===== src/rtl/anpr_regs.svh =====
// Constants of the negotiation page register group: indices, bit positions,
// reset values, strap decodes and management frame counts.
// Assumes inclusion by bare name from the package and the register bank.
// Behaviour
// RULE1: Advert bit 15 writable, resets zero, never used
// RULE2: Advert bit 13 remote fault, writable, sent out
// RULE3: Advert bit 11 asymmetric pause, writable, resets zero
// RULE4: Advert bit 10 pause, reset from strap
// RULE5: Advert bits 8:5 writable, reset from mode straps
// RULE6: Partner register read-only, captured page, selector 00001b
// RULE7: Partner bit 14 set once code word received
// RULE8: Partner T4 reported only, never offered locally
// RULE9: Expansion bit 4 latches parallel detection fault
// RULE10: Expansion bit 3 shows partner next-page ability
// RULE11: Expansion bit 2 local next-page ability, zero
// RULE12: Expansion bit 1 latches new page received
// RULE13: Expansion bit 0 shows partner negotiation ability
// RULE14: Next-page bits 15, 13, 10:0 writable, defaults
// RULE15: Next-page bit 12 comply flag, writable, zero
// RULE16: Next-page bit 11 reads inverse of sent toggle
// RULE17: Restart bit write restarts negotiation, self-clears
// RULE18: Latched flags clear on read unless cause persists
// RULE19: Reserved bits read zero, ignore writes
`ifndef ANPR_REGS_SVH
`define ANPR_REGS_SVH

// Register indices
`define ANPR_IDX_CONTROL   5'h00
`define ANPR_IDX_ADVERT    5'h04
`define ANPR_IDX_PARTNER   5'h05
`define ANPR_IDX_EXPANSION 5'h06
`define ANPR_IDX_NPTX      5'h07

// Field positions
`define ANPR_BIT_RESTART   9
`define ANPR_BIT_NP        15
`define ANPR_BIT_ACK       14
`define ANPR_BIT_RFAULT    13
`define ANPR_BIT_MSGPAGE   13
`define ANPR_BIT_ACK2      12
`define ANPR_BIT_ASYM      11
`define ANPR_BIT_TOGGLE    11
`define ANPR_BIT_PAUSE     10
`define ANPR_BIT_PDFAULT   4
`define ANPR_BIT_LPNPABLE  3
`define ANPR_BIT_NPABLE    2
`define ANPR_BIT_PAGERX    1
`define ANPR_BIT_LPANABLE  0

// Reset values
`define ANPR_RST_SELECTOR  5'h01
`define ANPR_RST_PARTNER   16'h0001
`define ANPR_RST_MSGCODE   11'h001
`define ANPR_RST_MSGPAGE   1'b1
// Partner bits that hold captured data: 15:13, 10:0
`define ANPR_MASK_PARTNER  16'he7ff

// Technology ability (100FD,100,10FD,10) per mode strap code
`define ANPR_TECH_MODE0    4'h1
`define ANPR_TECH_MODE1    4'h3
`define ANPR_TECH_MODE2    4'hc
`define ANPR_TECH_MODE3    4'hf

// Management frame counts
`define ANPR_PREAMBLE_LEN  6'd32
`define ANPR_HDR_BITS      4'd14
`define ANPR_DATA_BITS     5'd16
`define ANPR_WR_BITS       5'd17
`define ANPR_STRAP_WAIT    2'd2

`endif


===== src/rtl/anpr_pkg.sv =====
// Types shared by the negotiation page register group.
// Assumes the constants header sits beside it.
`include "anpr_regs.svh"

package anpr_pkg;
   typedef logic [15:0] anpr_word_t;

   // Management frame phases
   typedef enum logic [2:0] {
      MD_PRE,
      MD_HDR,
      MD_TA,
      MD_RD,
      MD_WR
   } anpr_mdio_e;
endpackage : anpr_pkg


===== src/rtl/anpr_bank.sv =====
// Negotiation page register group with its serial management slave.
// Assumes mdc runs at most clk/8 and the negotiation engine shares clk.
`timescale 1ns/10ps

module anpr_bank
   import anpr_pkg::*;
#(
   parameter logic [4:0] PHY_ADDR = 5'h00
) (
   // Clock and reset
   input  wire logic        clk,
   input  wire logic        sys_rst,
   // Management pins
   input  wire logic        mdc,
   input  wire logic        mdioIn,
   output logic             mdioOut,
   output logic             mdioOe,
   // Strap pins
   input  wire logic        pauseStrapPin,
   input  wire logic [1:0]  modeStrapPin,
   // Negotiation engine status
   input  wire logic        lpPageValid,
   input  wire logic [15:0] lpPage,
   input  wire logic        pdFaultDet,
   input  wire logic        partnerAnAble,
   input  wire logic        npSent,
   input  wire logic        npSentToggle,
   // Negotiation engine controls
   output anpr_word_t       advWord,
   output anpr_word_t       npTxWord,
   output logic             anRestart
);
   `include "anpr_regs.svh"

   // Synchronised pins
   logic       mdcS;
   logic       mdioS;
   logic       pauseS;
   logic [1:0] modeS;

   anpr_sync #(.W(5)) uSync (
      .clk     (clk),
      .sys_rst (sys_rst),
      .asyncIn ({mdc, mdioIn, pauseStrapPin, modeStrapPin}),
      .syncOut ({mdcS, mdioS, pauseS, modeS})
   );

   function automatic logic [3:0] techFromMode(input logic [1:0] m);
      unique case (m)
         2'd0: techFromMode = `ANPR_TECH_MODE0;
         2'd1: techFromMode = `ANPR_TECH_MODE1;
         2'd2: techFromMode = `ANPR_TECH_MODE2;
         2'd3: techFromMode = `ANPR_TECH_MODE3;
      endcase
   endfunction

   // Register state
   logic        advNp_r;
   logic        advRf_r;
   logic        advAsym_r;
   logic        advPause_r;
   logic [3:0]  advTech_r;
   logic [4:0]  advSel_r;
   anpr_word_t  lpWord_r;
   logic        lpAnAble_r;
   logic        npNp_r;
   logic        npMsg_r;
   logic        npAck2_r;
   logic        npToggle_r;
   logic [10:0] npCode_r;
   logic        restartPend_r;
   logic [1:0]  strapCnt_r;
   logic        strapDone_r;

   // Frame engine state
   anpr_mdio_e  mdState_r;
   logic        mdcPrev_r;
   logic        mdcRise;
   logic [5:0]  preCnt_r;
   logic [4:0]  bitCnt_r;
   logic [13:0] hdr_r;
   anpr_word_t  shift_r;
   logic        isWrite_r;
   logic        hit_r;
   logic [4:0]  regIdx_r;
   logic        wrStb;
   logic [4:0]  wrIdx;
   anpr_word_t  wrData;
   logic        expClr;
   logic [1:0]  latched;
   anpr_word_t  rdWord;
   logic [13:0] hdrNext;

   assign mdcRise = mdcS & ~mdcPrev_r;
   assign hdrNext = {hdr_r[12:0], mdioS};

   // Latching flags: bit 0 parallel fault, bit 1 page received
   logic [1:0] latchCause;
   // RULE9 Parallel fault cause
   assign latchCause[0] = pdFaultDet;
   // RULE12 Page received cause
   assign latchCause[1] = lpPageValid;

   genvar gi;
   generate
      for (gi = 0; gi < 2; gi++) begin : gLatch
         anpr_latch_flag uFlag (
            .clk     (clk),
            .sys_rst (sys_rst),
            .cause   (latchCause[gi]),
            .readClr (expClr),
            .flag_r  (latched[gi])
         );
      end
   endgenerate

   // Read view of the selected register
   always_comb begin
      rdWord = '0;
      unique case (regIdx_r)
         `ANPR_IDX_CONTROL: begin
            rdWord[`ANPR_BIT_RESTART] = restartPend_r;
         end
         `ANPR_IDX_ADVERT: begin
            rdWord[`ANPR_BIT_NP]     = advNp_r;
            rdWord[`ANPR_BIT_RFAULT] = advRf_r;
            rdWord[`ANPR_BIT_ASYM]   = advAsym_r;
            rdWord[`ANPR_BIT_PAUSE]  = advPause_r;
            rdWord[8:5]              = advTech_r;
            rdWord[4:0]              = advSel_r;
         end
         // RULE6 Partner read view
         `ANPR_IDX_PARTNER: rdWord = lpWord_r;
         `ANPR_IDX_EXPANSION: begin
            rdWord[`ANPR_BIT_PDFAULT]  = latched[0];
            // RULE10 Partner next page
            rdWord[`ANPR_BIT_LPNPABLE] = lpWord_r[`ANPR_BIT_NP];
            // RULE11 No local next page
            rdWord[`ANPR_BIT_NPABLE]   = 1'b0;
            rdWord[`ANPR_BIT_PAGERX]   = latched[1];
            // RULE13 Partner negotiates
            rdWord[`ANPR_BIT_LPANABLE] = lpAnAble_r;
         end
         `ANPR_IDX_NPTX: begin
            rdWord[`ANPR_BIT_NP]      = npNp_r;
            rdWord[`ANPR_BIT_MSGPAGE] = npMsg_r;
            rdWord[`ANPR_BIT_ACK2]    = npAck2_r;
            rdWord[`ANPR_BIT_TOGGLE]  = npToggle_r;
            rdWord[10:0]              = npCode_r;
         end
         // RULE19 Unmapped reads zero
         default: rdWord = '0;
      endcase
   end

   // Frame engine: samples mdio on rising mdc, drives after rising mdc
   always_ff @(posedge clk) begin
      if (sys_rst) begin
         mdState_r <= MD_PRE;
         mdcPrev_r <= 1'b0;
         preCnt_r  <= '0;
         bitCnt_r  <= '0;
         hdr_r     <= '0;
         shift_r   <= '0;
         isWrite_r <= 1'b0;
         hit_r     <= 1'b0;
         regIdx_r  <= '0;
         mdioOut   <= 1'b0;
         mdioOe    <= 1'b0;
      end else begin
         mdcPrev_r <= mdcS;
         if (mdcRise) begin
            unique case (mdState_r)
               MD_PRE: begin
                  if (mdioS) begin
                     if (preCnt_r != `ANPR_PREAMBLE_LEN) begin
                        preCnt_r <= preCnt_r + 6'd1;
                     end
                  end else if (preCnt_r == `ANPR_PREAMBLE_LEN) begin
                     hdr_r     <= hdrNext;
                     bitCnt_r  <= 5'd1;
                     mdState_r <= MD_HDR;
                  end else begin
                     preCnt_r <= '0;
                  end
               end
               MD_HDR: begin
                  hdr_r    <= hdrNext;
                  bitCnt_r <= bitCnt_r + 5'd1;
                  if (bitCnt_r == 5'(`ANPR_HDR_BITS - 4'd1)) begin
                     // Start 01, then opcode, phy address, register
                     isWrite_r <= (hdrNext[11:10] == 2'b01);
                     hit_r     <= (hdrNext[13:12] == 2'b01) &&
                                  (hdrNext[11] != hdrNext[10]) &&
                                  (hdrNext[9:5] == PHY_ADDR);
                     regIdx_r  <= hdrNext[4:0];
                     bitCnt_r  <= '0;
                     mdState_r <= MD_TA;
                  end
               end
               MD_TA: begin
                  if (hit_r && !isWrite_r) begin
                     mdioOe    <= 1'b1;
                     mdioOut   <= 1'b0;
                     shift_r   <= rdWord;
                     mdState_r <= MD_RD;
                  end else begin
                     bitCnt_r  <= 5'd1;
                     mdState_r <= MD_WR;
                  end
               end
               MD_RD: begin
                  if (bitCnt_r == `ANPR_DATA_BITS) begin
                     mdioOe    <= 1'b0;
                     mdioOut   <= 1'b0;
                     preCnt_r  <= '0;
                     mdState_r <= MD_PRE;
                  end else begin
                     mdioOut  <= shift_r[15];
                     shift_r  <= {shift_r[14:0], 1'b0};
                     bitCnt_r <= bitCnt_r + 5'd1;
                  end
               end
               MD_WR: begin
                  shift_r  <= {shift_r[14:0], mdioS};
                  bitCnt_r <= bitCnt_r + 5'd1;
                  if (bitCnt_r == `ANPR_WR_BITS) begin
                     preCnt_r  <= '0;
                     mdState_r <= MD_PRE;
                  end
               end
            endcase
         end
      end
   end

   // Write commit on the last data bit; read clear when data is loaded
   assign wrStb  = mdcRise && (mdState_r == MD_WR) && (bitCnt_r == `ANPR_WR_BITS) &&
                   hit_r && isWrite_r;
   assign wrIdx  = regIdx_r;
   assign wrData = {shift_r[14:0], mdioS};
   // RULE18 Clear on read
   assign expClr = mdcRise && (mdState_r == MD_TA) && hit_r && !isWrite_r &&
                   (regIdx_r == `ANPR_IDX_EXPANSION);

   // Straps settle through the synchroniser, then seed the advertisement
   always_ff @(posedge clk) begin
      if (sys_rst) begin
         strapCnt_r  <= '0;
         strapDone_r <= 1'b0;
      end else if (!strapDone_r) begin
         strapCnt_r  <= strapCnt_r + 2'd1;
         strapDone_r <= (strapCnt_r == `ANPR_STRAP_WAIT);
      end
   end

   // Advertisement register
   always_ff @(posedge clk) begin
      if (sys_rst) begin
         advNp_r    <= 1'b0;
         advRf_r    <= 1'b0;
         advAsym_r  <= 1'b0;
         advPause_r <= 1'b0;
         advTech_r  <= '0;
         advSel_r   <= `ANPR_RST_SELECTOR;
      end else if (!strapDone_r && strapCnt_r == `ANPR_STRAP_WAIT) begin
         // RULE4 Pause from strap
         advPause_r <= pauseS;
         // RULE5 Abilities from straps
         advTech_r  <= techFromMode(modeS);
      end else if (wrStb && wrIdx == `ANPR_IDX_ADVERT) begin
         // RULE1 Writable next page
         advNp_r    <= wrData[`ANPR_BIT_NP];
         // RULE2 Remote fault flag
         advRf_r    <= wrData[`ANPR_BIT_RFAULT];
         // RULE3 Asymmetric pause
         advAsym_r  <= wrData[`ANPR_BIT_ASYM];
         advPause_r <= wrData[`ANPR_BIT_PAUSE];
         advTech_r  <= wrData[8:5];
         advSel_r   <= wrData[4:0];
      end
   end

   // Partner page capture
   always_ff @(posedge clk) begin
      if (sys_rst) begin
         // RULE6 Selector reset value
         lpWord_r   <= `ANPR_RST_PARTNER;
         lpAnAble_r <= 1'b0;
      end else begin
         lpAnAble_r <= partnerAnAble;
         if (lpPageValid) begin
            // RULE7 Acknowledge on capture
            // RULE8 T4 passes through
            lpWord_r <= (lpPage & `ANPR_MASK_PARTNER) | (16'h0001 << `ANPR_BIT_ACK);
         end
      end
   end

   // Next page transmit register
   always_ff @(posedge clk) begin
      if (sys_rst) begin
         npNp_r     <= 1'b0;
         npMsg_r    <= `ANPR_RST_MSGPAGE;
         npAck2_r   <= 1'b0;
         npToggle_r <= 1'b0;
         npCode_r   <= `ANPR_RST_MSGCODE;
      end else begin
         if (wrStb && wrIdx == `ANPR_IDX_NPTX) begin
            // RULE14 Writable page fields
            npNp_r   <= wrData[`ANPR_BIT_NP];
            npMsg_r  <= wrData[`ANPR_BIT_MSGPAGE];
            npCode_r <= wrData[10:0];
            // RULE15 Comply flag
            npAck2_r <= wrData[`ANPR_BIT_ACK2];
         end
         // RULE16 Inverse of sent toggle
         if (npSent) begin
            npToggle_r <= ~npSentToggle;
         end
      end
   end

   // Restart: pending for one cycle, then clears itself
   always_ff @(posedge clk) begin
      if (sys_rst) begin
         restartPend_r <= 1'b0;
         anRestart     <= 1'b0;
      end else begin
         // RULE17 Self-clearing restart
         restartPend_r <= wrStb && wrIdx == `ANPR_IDX_CONTROL &&
                          wrData[`ANPR_BIT_RESTART];
         anRestart     <= restartPend_r;
      end
   end

   // Words handed to the negotiation engine
   always_ff @(posedge clk) begin
      if (sys_rst) begin
         advWord  <= '0;
         npTxWord <= '0;
      end else begin
         // RULE1 No next-page exchange offered
         // RULE2 Remote fault sent out
         advWord  <= {1'b0, 1'b0, advRf_r, 1'b0, advAsym_r, advPause_r, 1'b0,
                      advTech_r, advSel_r};
         npTxWord <= {npNp_r, 1'b0, npMsg_r, npAck2_r, npToggle_r, npCode_r};
      end
   end
endmodule // anpr_bank


===== src/rtl/anpr_sync.sv =====
// Two-flop level synchroniser for pins from outside the clock domain.
// Assumes each bit is an independent level.
`timescale 1ns/10ps

module anpr_sync #(
   parameter int W = 1
) (
   // Clock and reset
   input  wire logic         clk,
   input  wire logic         sys_rst,
   // Levels
   input  wire logic [W-1:0] asyncIn,
   output logic      [W-1:0] syncOut
);
   logic [W-1:0] meta_r;

   // First stage feeds only the second stage
   always_ff @(posedge clk) begin
      if (sys_rst) begin
         meta_r  <= '0;
         syncOut <= '0;
      end else begin
         meta_r  <= asyncIn;
         syncOut <= meta_r;
      end
   end
endmodule // anpr_sync


===== src/rtl/anpr_latch_flag.sv =====
// Latching-high status flag, cleared by a register read.
// Assumes the cause and the read pulse are on the same clock.
`timescale 1ns/10ps

module anpr_latch_flag (
   // Clock and reset
   input  wire logic clk,
   input  wire logic sys_rst,
   // Cause and read
   input  wire logic cause,
   input  wire logic readClr,
   output logic      flag_r
);
   // RULE18 Set beats clear
   always_ff @(posedge clk) begin
      if (sys_rst) begin
         flag_r <= 1'b0;
      end else begin
         flag_r <= cause | (flag_r & ~readClr);
      end
   end
endmodule // anpr_latch_flag


===== config.mk =====
export PLATFORM = sky130hd
export DESIGN_NAME = anpr_bank
export DESIGN_NICKNAME = d
export VERILOG_FILES = /design/src/rtl/anpr_pkg.sv /design/src/rtl/anpr_bank.sv /design/src/rtl/anpr_sync.sv /design/src/rtl/anpr_latch_flag.sv
export VERILOG_INCLUDE_DIRS = /design/src /design/src/rtl
export SDC_FILE = /design/constraint.sdc
export NUM_CORES = 1
export LEC_CHECK = 0
export BUFFER_PORTS_ARGS = -buffer_cell sky130_fd_sc_hd__buf_2
export CAP_MARGIN = 20
export CORE_MARGIN = 5
export CORE_UTILIZATION = 30
export DETAILED_ROUTE_END_ITERATION = 10
export HOLD_SLACK_MARGIN = 0.02
export REMOVE_ABC_BUFFERS = 1
export SLEW_MARGIN = 20
export SYNTH_ARGS = -nofsm -noshare
export SYNTH_HDL_FRONTEND = slang
export SYNTH_SLANG_ARGS = --single-unit

===== constraint.sdc =====
create_clock -name clk -period 2.3 [get_ports clk]
set_input_delay 0.46 -clock clk [delete_from_list [all_inputs] [get_ports clk]]
set_output_delay 0.46 -clock clk [all_outputs]
set_load 0.03 [all_outputs]

==> summary.md <==
| Metric | Value |
|---|---|
| Antenna violations before repair | 0 |
| Share of flip-flops with an asynchronous set or reset after synthesis | 0% |
| Net count, final | 702 |
| Final HPWL DP | 8861 microns |
| Max Transition Viols Final | 0 |
| Hold violation total from the final report | 0 |
| Clock net sink count | 140 |
| Overall routed net length | 13140 microns |
| Number of CTS-inserted buffers | 17 |
| Buffer levels on the longest clock path | 2 |
| Design Area, Final | 0.007124 sq mm |
| Cell leakage power | 2.770 nW |
| Horiz. Die Dim | 149.1 microns |
| CTS HTree Levels | 4 |
| Setup repair after global routing missed its margin | no |
| Final period utilization | 92.44% |
| Overall power consumption | 5.724 mW |
| Post-place instance area | 0.006516 sq mm |
| Aggregate global routing overflow | 0 |
| Postcts setup bufs | 0 |
| Leading cell types by count after synthesis | sky130_fd_sc_hd__dfxtp_1, sky130_fd_sc_hd__nor2_1, sky130_fd_sc_hd__mux2i_1, sky130_fd_sc_hd__nor2b_1, sky130_fd_sc_hd__nand2_1 |
| Top achievable clock speed | 470.3 MHz |
| Data required time of the critical path | 2.62 ns |
| Cells after synthesis | 598 |
| Die Y | 149.1 microns |
| Max Cap Violations | 0 |
| Number of cell rows | 50 |
| Slew of the pin with the lowest slew margin | 0.6423 ns |
| Total Routing Usage GR | 12.28% |
| Critical Path End Type | register |
| Count of instances resized after the clock tree is built | 0 |
| Number of enable-type register cells in the synthesized netlist | 0 |
| Worst-skew pair later-pin latency | 0.42 ns |
| Global-route wire length before repair | 21810 microns |
| Routability Congestion | 0.7736 |
| Count of state elements after synthesis | 140 |
| Core Box Area | 0.01889 sq mm |
| Root buffer selected by CTS | sky130_fd_sc_hd__clkbuf_16 |
| Synth warn | 0 |
| Total negative setup slack | 0 ns |
| Power density over cell area | 803.4 mW/mm^2 |
| DIE AREA | 0.02222 sq mm |
| Yosys cell types | 62 |
| Area growth from synthesis to layout | 22.82% |
| Hold buffer count at CTS | 0 |
| Top_reg_cell synth | sky130_fd_sc_hd__dfxtp_1 |
| Post-route worst hold slack | 0.2254 ns |
| Mean area per synthesized cell | 9.700 sq um |
| Critical path launch point type | register |
| Worst setup path category | reg -> reg |
| Antenna violation net count after detailed routing | 0 |
| Final Critical Period | 2.126 ns |
| Run status | completed |
| Final worst clock skew | 0.01212 ns |
| Antenna Diode Count | 0 |
| Slew HR | 56.92% |
| Routed length per placed instance | 13.98 microns |
| Sequential fraction of the synthesis area | 48.32% |
| Cell types with the largest area share after synthesis | sky130_fd_sc_hd__dfxtp_1, sky130_fd_sc_hd__mux2i_1, sky130_fd_sc_hd__nor2_1 |
| Worst voltage drop across the vdd grid | 360.3 uV |
| CTS tree | done |
| CP Max Fanout | 7 |
| Total number of vias | 4413 |
| Residual DRC | 0 |
| Cell with the most instances after synthesis | sky130_fd_sc_hd__dfxtp_1 |
| DRC marker count from the first detailed-route iteration | 351 |
| Yosys top cell by area | sky130_fd_sc_hd__dfxtp_1 |
| Port Buf Inserts | 54 |
| Number of endpoints failing setup at the final stage | 0 |
| Pin count of the biggest net entering global routing | 109 |
| Detail-routed via count per cell | 4.695 |
| Reg clk slew, reported paths | 0.06 ns |
| Crit path DAT | 2.44 ns |
| Proportion of layout cells with a drive suffix above 1 | 23.24% |
| Ports placed on the boundary | 63 |
| Detailed-router iteration count before antenna repair | 4 |
| Fraction of synthesized cell area taken by the top area cell type | 48.32% |
| Mapped cell area | 0.005801 sq mm |
| Effective utilization at floorplan | 30.70% |
| Worst Hold Class | in -> reg |
| Via count of the first global-routing pass | 4212 |
==> final timing paths <==
check                   from                to  slack (ns)  cells past startpoint
max              bitCnt_r[0]       preCnt_r[4]        0.17                      6
min             npSentToggle        npToggle_r        0.23                      2
max reg2reg      bitCnt_r[0]       preCnt_r[4]        0.17                      6
min reg2reg  uSync.meta_r[4]  uSync.syncOut[4]        0.43                      1
==> state kept, by name, indices dropped and copies added (netlist names), 6 cells and up <==
register,count
advWord,12
hdr_r,13
lpWord_r,14
npCode_r,11
npTxWord,15
preCnt_r,6
shift_r,16
==> cell type report <==
cell class	instances	area, sq um
Multi-Input combinational cell	407	2779
Sequential cell	140	2803
Inverter	11	41.29
Clock inverter	15	170.2
Clock buffer	17	425.4
Tap cell	260	325.3
Fill cell	1973	11770
Timing Repair Buffer	90	580.6
==> cell usage in the layout (no fill, tap or decap), types with 10 or more instances in the layout <==
cell and count:
sky130_fd_sc_hd__dfxtp_1 140, sky130_fd_sc_hd__nor2_1 78, sky130_fd_sc_hd__mux2i_1 58, sky130_fd_sc_hd__buf_2 53, sky130_fd_sc_hd__nor2b_1 47, sky130_fd_sc_hd__buf_4 34, sky130_fd_sc_hd__nand2_1 25, sky130_fd_sc_hd__nor3_1 21
sky130_fd_sc_hd__a21oi_1 19, sky130_fd_sc_hd__clkbuf_16 17, sky130_fd_sc_hd__nor2_2 13, sky130_fd_sc_hd__inv_1 11, sky130_fd_sc_hd__a221oi_1 11, sky130_fd_sc_hd__o21ai_0 10, sky130_fd_sc_hd__nand3_1 10
==> logic make-up (layout without fill, tap and decap cells) <==
family	after synthesis	count (layout)	synth area share, %
mux	71	71	13.31
flops	140	140	48.32
xor+xnor	1	1	0.1510
simple gates	240	240	21.72
compound gates	83	83	10.68
fa+ha+maj	7	7	1.510
buf+inv	55	133	4.249
other cells	1	5	0.06465
==> report_power, final <==
part	switching, mW	internal [mW]	total [mW]
logic	0.227	0.174	0.401
clock network	1.18	1.55	2.73
registers	0.0654	2.53	2.60
==> metal layers <==
layer	track usage, %	up-vias	wire [microns]
met3	3.039	17	533
li1	-	2244	-
met4	5.126	0	244
met2	18.62	81	5932
met5	0	-	0
met1	16.66	2071	6433
==> worst max-delay path, stage by stage, from the launching register on <==
cell and delay (ns):
sky130_fd_sc_hd__dfxtp_1 0.45, sky130_fd_sc_hd__ha_1 0.20, sky130_fd_sc_hd__and4bb_2 0.29, sky130_fd_sc_hd__o22ai_1 0.15, sky130_fd_sc_hd__a211oi_2 0.49, sky130_fd_sc_hd__nand2_1 0.14
sky130_fd_sc_hd__o41ai_1 0.32
==> through the flow <==
| stage | utilization, % | setup WS [ns] | instances |
|---|---|---|---|
| floorplan | - | -0.2335 | 558 |
| global placement | 34.49 | 0.1859 | 908 |
| detailed placement | 34.49 | 0.1077 | 908 |
| CTS | 37.64 | 0.09493 | 940 |
| global route | 37.71 | 0.05076 | 940 |
| finish | 37.71 | 0.1738 | 940 |
No activity file was read; power rests on OpenSTA's default activity.
